[src/flash_ctl_pkg.sv]
// Constants and types for the host-side flash erase/write sequencer.
// Assumes a parallel flash with a command interface on an 8-bit data path.
package flash_ctl_pkg;
  localparam logic [7:0] CMD_READ_ARRAY = 8'hff;
  localparam logic [7:0] CMD_READ_STATUS = 8'h70;
  localparam logic [7:0] CMD_CLEAR_STATUS = 8'h50;
  localparam logic [7:0] CMD_BLOCK_ERASE = 8'h20;
  localparam logic [7:0] CMD_CHIP_ERASE = 8'h30;
  localparam logic [7:0] CMD_CONFIRM = 8'hd0;
  localparam logic [7:0] CMD_WRITE_A = 8'h40;
  localparam logic [7:0] CMD_WRITE_B = 8'h10;
  localparam int READY_BIT = 7;
  localparam int ERASE_ERR_BIT = 5;
  localparam int WRITE_ERR_BIT = 4;
  localparam int SUPPLY_BIT = 3;
  localparam int PROTECT_BIT = 1;
  localparam logic [7:0] STATUS_MASK = 8'hfe;
  localparam logic [7:0] XSTATUS_MASK = 8'h80;
  // Bus cycle timing in ns, rounded up to clock cycles at 100 MHz
  localparam int CLK_NS = 10;
  localparam int WE_LOW_NS = 50;
  localparam int WE_LOW_CYC = (WE_LOW_NS + CLK_NS - 1) / CLK_NS;
  localparam int OE_LOW_NS = 100;
  localparam int OE_LOW_CYC = (OE_LOW_NS + CLK_NS - 1) / CLK_NS;
  localparam int ADDR_W = 21;
  typedef enum logic [1:0] {
    OP_BLOCK_ERASE = 2'b00,
    OP_CHIP_ERASE = 2'b01,
    OP_WORD_WRITE = 2'b10,
    OP_CLEAR = 2'b11
  } op_t;
  typedef struct packed {
    logic supplyErr;
    logic protectErr;
    logic sequenceErr;
    logic eraseErr;
    logic writeErr;
  } errors_t;
endpackage : flash_ctl_pkg

[src/flash_bus_cycle.sv]
// One write or read cycle on the flash parallel bus.
// Assumes the flash samples data on the rising edge of write enable.
`timescale 1ns/1ns
module flash_bus_cycle (
  // Clock and reset
  input wire logic clk,
  input wire logic reset_n,
  // Request
  input wire logic start,
  input wire logic isRead,
  input wire logic [7:0] wrData,
  output logic done,
  output logic [7:0] rdData,
  // Pins
  input wire logic [7:0] dqIn,
  output logic [7:0] dqOut,
  output logic dqOe_n,
  output logic we_n,
  output logic oe_n
);
  import flash_ctl_pkg::*;
  logic [7:0] cnt_reg;
  logic busy_reg;
  logic [7:0] dqSync1_reg, dqSync2_reg;
  always_ff @(posedge clk or negedge reset_n) begin
    if (!reset_n) begin
      dqSync1_reg <= 8'h00;
      dqSync2_reg <= 8'h00;
    end else begin
      dqSync1_reg <= dqIn;
      dqSync2_reg <= dqSync1_reg;
    end
  end
  always_ff @(posedge clk or negedge reset_n) begin
    if (!reset_n) begin
      busy_reg <= 1'b0;
      cnt_reg <= 8'h00;
      done <= 1'b0;
      rdData <= 8'h00;
      dqOut <= 8'h00;
      dqOe_n <= 1'b1;
      we_n <= 1'b1;
      oe_n <= 1'b1;
    end else begin
      done <= 1'b0;
      if (!busy_reg && start) begin
        busy_reg <= 1'b1;
        // Read waits longer: two sync stages sit behind the pins
        cnt_reg <= isRead ? 8'(OE_LOW_CYC + 2) : 8'(WE_LOW_CYC);
        dqOut <= wrData;
        dqOe_n <= isRead;
        we_n <= isRead;
        oe_n <= !isRead;
      end else if (busy_reg) begin
        if (cnt_reg == 8'h00) begin
          busy_reg <= 1'b0;
          done <= 1'b1;
          we_n <= 1'b1;
          oe_n <= 1'b1;
          dqOe_n <= 1'b1;
          rdData <= dqSync2_reg;
        end else begin
          cnt_reg <= cnt_reg - 8'h01;
        end
      end
    end
  end
endmodule : flash_bus_cycle

[src/flash_sequencer.sv]
// Host-side sequencer: issues erase/write command pairs, polls status, checks errors.
// Assumes one flash on an 8-bit bus; address is held through each operation.
`timescale 1ns/1ns
module flash_sequencer (
  // Clock and reset
  input wire logic clk,
  input wire logic reset_n,
  // User command port
  input wire logic opStart,
  input wire flash_ctl_pkg::op_t opKind,
  input wire logic [flash_ctl_pkg::ADDR_W-1:0] opAddr,
  input wire logic [7:0] opData,
  output logic opBusy,
  output logic opDone,
  output flash_ctl_pkg::errors_t opErrors,
  output logic [7:0] lastStatus,
  // Flash pins
  input wire logic [7:0] dqIn,
  input wire logic readyBusyIn,
  output logic [7:0] dqOut,
  output logic dqOe_n,
  output logic [flash_ctl_pkg::ADDR_W-1:0] addr,
  output logic we_n,
  output logic oe_n,
  output logic ce_n
);
  import flash_ctl_pkg::*;
  typedef enum logic [2:0] {
    S_IDLE = 3'b000,
    S_CMD1 = 3'b001,
    S_CMD2 = 3'b010,
    S_POLL = 3'b011,
    S_CHECK = 3'b100,
    S_EXIT = 3'b101,
    S_FINISH = 3'b110
  } state_t;
  state_t state_reg;
  op_t kind_reg;
  logic [7:0] data_reg;
  logic cycStart_reg, cycRead_reg;
  logic [7:0] cycData_reg;
  logic cycDone;
  logic [7:0] cycRd;
  logic rbSync1_reg, rbSync2_reg;

  function automatic errors_t decode(input logic [7:0] st);
    errors_t e;
    // Checked in order supply, protection, sequence, erase, write
    e.supplyErr = st[SUPPLY_BIT];
    e.protectErr = st[PROTECT_BIT];
    e.sequenceErr = st[ERASE_ERR_BIT] & st[WRITE_ERR_BIT];
    e.eraseErr = st[ERASE_ERR_BIT] & ~st[WRITE_ERR_BIT];
    e.writeErr = st[WRITE_ERR_BIT] & ~st[ERASE_ERR_BIT];
    return e;
  endfunction : decode

  flash_bus_cycle u_cycle (
    .clk(clk),
    .reset_n(reset_n),
    .start(cycStart_reg),
    .isRead(cycRead_reg),
    .wrData(cycData_reg),
    .done(cycDone),
    .rdData(cycRd),
    .dqIn(dqIn),
    .dqOut(dqOut),
    .dqOe_n(dqOe_n),
    .we_n(we_n),
    .oe_n(oe_n)
  );

  // Ready/busy pin arrives asynchronously
  always_ff @(posedge clk or negedge reset_n) begin
    if (!reset_n) begin
      rbSync1_reg <= 1'b0;
      rbSync2_reg <= 1'b0;
    end else begin
      rbSync1_reg <= readyBusyIn;
      rbSync2_reg <= rbSync1_reg;
    end
  end

  always_ff @(posedge clk or negedge reset_n) begin
    if (!reset_n) begin
      state_reg <= S_IDLE;
      kind_reg <= OP_BLOCK_ERASE;
      data_reg <= 8'h00;
      addr <= '0;
      ce_n <= 1'b1;
      cycStart_reg <= 1'b0;
      cycRead_reg <= 1'b0;
      cycData_reg <= 8'h00;
      opBusy <= 1'b0;
      opDone <= 1'b0;
      opErrors <= '0;
      lastStatus <= 8'h00;
    end else begin
      cycStart_reg <= 1'b0;
      opDone <= 1'b0;
      case (state_reg)
        S_IDLE: begin
          if (opStart) begin
            kind_reg <= opKind;
            data_reg <= opData;
            addr <= opAddr;
            ce_n <= 1'b0;
            opBusy <= 1'b1;
            cycStart_reg <= 1'b1;
            cycRead_reg <= 1'b0;
            state_reg <= S_CMD1;
            case (opKind)
              OP_BLOCK_ERASE: cycData_reg <= CMD_BLOCK_ERASE;
              OP_CHIP_ERASE: cycData_reg <= CMD_CHIP_ERASE;
              OP_WORD_WRITE: cycData_reg <= CMD_WRITE_A;
              default: cycData_reg <= CMD_CLEAR_STATUS;
            endcase
          end
        end
        S_CMD1: begin
          if (cycDone) begin
            cycStart_reg <= 1'b1;
            if (kind_reg == OP_CLEAR) begin
              // Error bits only drop on clear-status, then select status read
              cycData_reg <= CMD_READ_STATUS;
              state_reg <= S_EXIT;
              opErrors <= '0;
            end else begin
              cycData_reg <= (kind_reg == OP_WORD_WRITE) ? data_reg : CMD_CONFIRM;
              state_reg <= S_CMD2;
            end
          end
        end
        S_CMD2: begin
          // Device now returns status on reads
          if (cycDone) begin
            cycStart_reg <= 1'b1;
            cycRead_reg <= 1'b1;
            state_reg <= S_POLL;
          end
        end
        S_POLL: begin
          if (cycDone) begin
            // Done only when both the pin and bit 7 agree on ready
            if (cycRd[READY_BIT] && rbSync2_reg) begin
              lastStatus <= cycRd & STATUS_MASK;
              state_reg <= S_CHECK;
            end else begin
              cycStart_reg <= 1'b1;
            end
          end
        end
        S_CHECK: begin
          // Sticky on the host side too, matching the device's accumulation
          opErrors <= opErrors | decode(lastStatus);
          cycStart_reg <= 1'b1;
          cycRead_reg <= 1'b0;
          cycData_reg <= CMD_READ_ARRAY;
          state_reg <= S_EXIT;
        end
        S_EXIT: begin
          if (cycDone) begin
            state_reg <= S_FINISH;
          end
        end
        S_FINISH: begin
          ce_n <= 1'b1;
          opBusy <= 1'b0;
          opDone <= 1'b1;
          cycRead_reg <= 1'b0;
          state_reg <= S_IDLE;
        end
        default: state_reg <= S_IDLE;
      endcase
    end
  end
endmodule : flash_sequencer

[config.mk]
export PLATFORM = sky130hd
export DESIGN_NAME = flash_sequencer
export DESIGN_NICKNAME = d
export VERILOG_FILES = /design/src/flash_ctl_pkg.sv /design/src/flash_bus_cycle.sv /design/src/flash_sequencer.sv
export SDC_FILE = /design/constraint.sdc
export NUM_CORES = 1
export LEC_CHECK = 0
export BUFFER_PORTS_ARGS = -buffer_cell sky130_fd_sc_hd__buf_2
export CAP_MARGIN = 20
export CORE_MARGIN = 2
export CORE_UTILIZATION = 55
export CTS_CLUSTER_DIAMETER = 60
export DETAILED_ROUTE_END_ITERATION = 10
export GPL_TIMING_DRIVEN = 0
export PLACE_DENSITY_LB_ADDON = 0.05
export SLEW_MARGIN = 40
export SYNTH_ARGS = -nofsm -noshare
export SYNTH_HDL_FRONTEND = slang
export SYNTH_SLANG_ARGS = --single-unit
export TNS_END_PERCENT = 100
[constraint.sdc]
create_clock -name clk -period 5 [get_ports clk]
set_input_delay 1 -clock clk [delete_from_list [all_inputs] [get_ports clk]]
set_output_delay 1 -clock clk [all_outputs]
set_load 0.005 [all_outputs]
Word level (Yosys, flattened, before mapping)

Index checks and enable logic that the tools add are counted.

$add $sub $neg: 1
Multipliers: 0
Div/mod/pow operators: 0
Magnitude comparators: 0
Equality and inequality tests: 18
Shift operators: 0
Muxes and demuxes: 43
Bitwise gates (word level): 7
Reductions and logical operators: 25

Operator list:

| operator            | count |
|---|---|
| $mux 8              | 7 |
| $pmux 8 s3          | 1 |
| $mux 3              | 7 |
| $pmux 7 s3          | 1 |
| $mux 1              | 18 |
| $pmux 3 s6          | 1 |
| $reduce_and 3->1    | 5 |
| $mux 5              | 2 |
| $ne 2x1->1 const B  | 5 |
| $pmux 5 s2          | 1 |
| $eq 3x3->1 const B  | 3 |
| $logic_not 8->1     | 1 |
| $reduce_and 2->1    | 4 |
| $reduce_bool 2->1   | 4 |
| $sub 8x1->8 const B | 1 |
| $eq 2x2->1 const B  | 3 |
| $eq 3x2->1 const B  | 2 |
| $ne 2x2->1 const B  | 3 |
| $reduce_and 6->1    | 1 |
| $reduce_bool 3->1   | 2 |
| $or 5x5->5          | 1 |
| $mux 4              | 1 |
| $pmux 1 s2          | 2 |
| $pmux 1 s4          | 1 |
| 10 further kinds    | 17 |

Flip-flop bits (word level): 105
Latch bits: 0
RAM bits: 0
Memory bits (read-only): 0
Bits of input ports: 43
Output and inout port bits: 48
Logic and storage cells: 121
Memories kept: 0

Longest topological paths before layout

Depth in word-level cells: 5
Mapped depth: 6

Hierarchy

A second synthesis with hierarchy kept.

Cells, all modules: 332
Area, all modules: 4200.3 sq um

By module, submodules not included:

| module          | instances | cells an instance | area an instance (sq um) |
|---|---|---|---|
| flash_sequencer | 1         | 199               | 2534.9 |
| flash_bus_cycle | 1         | 133               | 1665.3 |

Worst setup path after synthesis

OpenSTA, ideal clock, no wires.

Kind: input port to flip-flop
Start: input opStart
End: register addr[10] (netlist name)
Arrival: 1.838 ns
Required time: 4.875 ns
Path slack: 3.038 ns
Cell stages on the path: 3
Buffers on the path: 1
Cell sequence: nor3b_4 buf_6 mux2_2

Word-level cells in the longest chain between the ends: 1

Ends and longest elaborated chain:

| item                       | RTL line               | source |
|---|---|---|
| start: declaration         | flash_sequencer.sv:9   | `input wire logic opStart,` |
| $reduce_and 2->1 (no line) | -                      |  |
| end signal: assignment     | flash_sequencer.sv:105 | `addr <= opAddr;` |
| end: declaration           | flash_sequencer.sv:22  | `output logic [flash_ctl_pkg::ADDR_W-1:0] addr,` |

Every way passes these cells.
A chain may end at the register's enable or synchronous reset.

==> summary.txt <==
Status
  – Status: completed

Floorplanning
  – Die Wd: 89.8 um
  – Ports: 91
  – Die Ht: 89.8 um
  – Initial Util: 0.564
  – Core area: 0.00718 sq mm
  – Die ar.: 0.00807 sq mm
  – Cell Rows: 31

Global routing
  – First-pass GRT wire length: 12300 um
  – Grt met1 use: 0.255
  – GR Util All Layers: 0.191
  – GRT Residual Overflow: 0
  – Busiest metal layer after global routing: met2
  – Initial antenna violation count: 0
  – Grt met2 use: 0.304
  – Largest net degree at the start of global routing: 63
  – Vias in the first global route: 2608
  – GR Layer Usage met3: 0.0503

Setup path
  – Startpoint Class: register
  – Critical path fanouts, max: 4
  – Kind of end point of the critical path: output port
  – Critical path class: register to output port
  – Arrival time at the worst endpoint: 1100 ps
  – Required @ worst endpoint: 4000 ps

Logic synthesis
  – Most common cell in the netlist: dfrtp_1
  – Cell taking the most area after synthesis: dfrtp_1
  – FF+latch count, synth: 102
  – Synth top area share: 0.612
  – Yosys warning total: 0
  – Post-Syn Nets: 358
  – Synth cell types: 52
  – Asr flop ratio synth: 1.00
  – Seq/Total Area, Yosys: 0.631
  – Area contributors post-synth: dfrtp_1 (61%), mux2_2 (13%), nor2_1 (2.3%), o21ai_0 (2.1%), dfstp_2 (1.9%)
  – Count of mapped cells out of synthesis: 314
  – Syn Std Cell Area: 0.00405 sq mm
  – Synth cell count leaders: dfrtp_1 (99), mux2_2 (47), nor2_1 (25), nand2_1 (21), o21ai_0 (17)
  – Avg Synthesized Cell Area: 12.9 sq um
  – Number of synthesized flops with an enable pin: 0
  – Most common flop cell mapped by yosys: dfrtp_1

CTS
  – CTS resizes: 0
  – Reg clk slew, reported paths: 110 ps
  – Worst skew pair latency: 360 ps
  – Clock buffer depth: 2
  – CTS Buf Count: 9
  – Root Driver: clkbuf_8
  – Clock tree from TritonCTS: done
  – H-tree levels: 3
  – Post-CTS Hold Fix Bufs: 0
  – Clock sink count: 102
  – Post-CTS setup buffer count: 0

Route
  – Routed wire length per instance: 13.6 um
  – Final wirelength: 7020 um
  – Routed Antenna Nets: 0
  – Routed via count: 2653
  – 1st-iter DRT viols: 127
  – Detailed Routing Iterations Pass 1: 4
  – Routed vias/inst: 5.12
  – Remaining DRCs: 0

Timing
  – Hold Vio Cnt, Final: 0
  – TNS Setup: 0 ps
  – Final Cycle Share: 0.421
  – Slew HR: 0.405
  – Hold WS: 357 ps
  – Layout Skew: 12.7 ps
  – Slew Viols, Final: 0
  – Period minus WS final: 2100 ps
  – Fin worst setup slack: 2900 ps
  – Final Setup Violations: 0
  – RSZ-0062 raised after global routing: false
  – Worst slew pin tran: 886 ps
  – FMAX: 476 MHz

Power
  – Pwr dens: 560 mW/mm^2
  – Net Sw Power: 0.891 mW
  – Design Power: 2.71 mW
  – Peak VDD IR: 0.253 mV
  – Combinational fraction of design power: 0.329
  – Leakage: 2.28 nW
  – Switching share of power: 0.328
  – Clock share of power: 0.180
  – Flop pwr share: 0.491
  – Internal Power: 1.82 mW

Cells and area
  – Number of flip-flops in the largest register: 21
  – # diodes: 0
  – Layout Nets: 458
  – Layout cells sized above 1: 0.403
  – Area Overhead vs Synth: 19.6%
  – Finished Cell Area: 0.00484 sq mm
  – Top reg by flops: addr

Place
  – PortBufs: 88
  – Placed Area: 0.00465 sq mm
  – GP Congestion: 0.868
  – Post-place setup slack: 2710 ps
  – HPWL Detailed: 5080 um

Min path
  – Hold WC Path Type: register to register

Run
  – Max-capacitance violation count: 0
## placed cells by master, fill, tap and decap left out, types with 2 or more instances in the layout
| master | Yosys | layout |
|---|---|---|
| a21oi_1 | 12 | 12 |
| a22o_1 | 7 | 7 |
| a31oi_1 | 2 | 2 |
| a32o_1 | 2 | 2 |
| buf_2 | 3 | 90 |
| buf_4 | 2 | 2 |
| buf_6 | 4 | 4 |
| clkbuf_1 | 5 | 6 |
| clkbuf_8 | 0 | 9 |
| clkinv_4 | 0 | 2 |
| dfrtp_1 | 99 | 99 |
| dfstp_2 | 3 | 3 |
| inv_1 | 12 | 12 |
| inv_8 | 0 | 2 |
| mux2_1 | 3 | 3 |
| mux2_2 | 47 | 47 |
| nand2_1 | 21 | 21 |
| nand2b_1 | 2 | 2 |
| nand3_1 | 2 | 2 |
| nor2_1 | 25 | 25 |
| nor2b_1 | 5 | 5 |
| nor3_1 | 3 | 3 |
| nor4_1 | 2 | 2 |
| o211ai_1 | 2 | 2 |
| o21ai_0 | 17 | 17 |
| o31ai_1 | 3 | 3 |
| o32ai_1 | 2 | 2 |
| xnor2_1 | 2 | 2 |
## cell type report
cell class,instances,area (sq um)
flip-flops and latches,102,2560
fillers,588,2330
multi-input cells,185,1350
repair buffers,89,478
clock buffers,10,128
well taps,99,124
plain buffers,15,97.6
clock inverters,6,65.1
inverters,12,45.0
## metal layers
layer / routed length, um / up-vias / part of all wire
met5: 0 / - / 0
met4: 86 / 0 / 0.012
met3: 313 / 8 / 0.045
met2: 3440 / 57 / 0.49
met1: 3190 / 1287 / 0.45
li1: - / 1301 / -
## worst max-delay path: stages (launching register included)
cell and delay, ps:
dfstp_2 560, buf_4 100, buf_2 90
## worst paths after layout
path,start,endpoint,slack [ps],cells past startpoint
setup / recovery,u_cycle.dqOe_n$_DFFE_PN1P_,we_n,2900,2
hold / removal,u_cycle.dqSync1_reg[6]$_DFF_PN0_,u_cycle.dqSync2_reg[6]$_DFF_PN0_,360,0
setup reg to reg,u_cycle.cnt_reg[0]$_DFFE_PN0P_,u_cycle.rdData[4]$_DFFE_PN0P_,2950,6
hold reg to reg,u_cycle.dqSync1_reg[6]$_DFF_PN0_,u_cycle.dqSync2_reg[6]$_DFF_PN0_,360,0
max in group asynchronous,reset_n,ce_n$_DFFE_PN1P_,3880,2
min in group asynchronous,reset_n,u_cycle.cnt_reg[7]$_DFFE_PN0P_,500,1
## cells by family after synthesis
kind of cell,Yosys count,synth area share
buffers and inverters,27,0.0352
adder cells (fa/ha/maj),1,0.00309
AO/OA/AOI/OAI,57,0.0933
AND/OR/NAND/NOR,73,0.0905
multiplexers,51,0.141
XOR/XNOR,2,0.00433
flip-flops,102,0.631
other,1,0.000926
## through the flow
step,utilization,instances
CTS,0.675,518
detailed placement,0.648,502
global route,0.675,518
finish,0.675,518
floorplan,-,314
global placement,0.643,501
## power groups by stage
| stage | sequential (mW) | combinational [mW] | clock, mW |
|---|---|---|---|
| after floorplan | 1.33 | 0.591 | 0 |
| after global placement | 1.34 | 0.874 | 0 |
| after detailed placement | 1.35 | 0.907 | 0 |
| after CTS | 1.34 | 0.908 | 0.513 |
| after global routing | 1.38 | 0.998 | 0.552 |
| final | 1.33 | 0.892 | 0.489 |
Note: power is estimated with default switching activity, not from simulation.
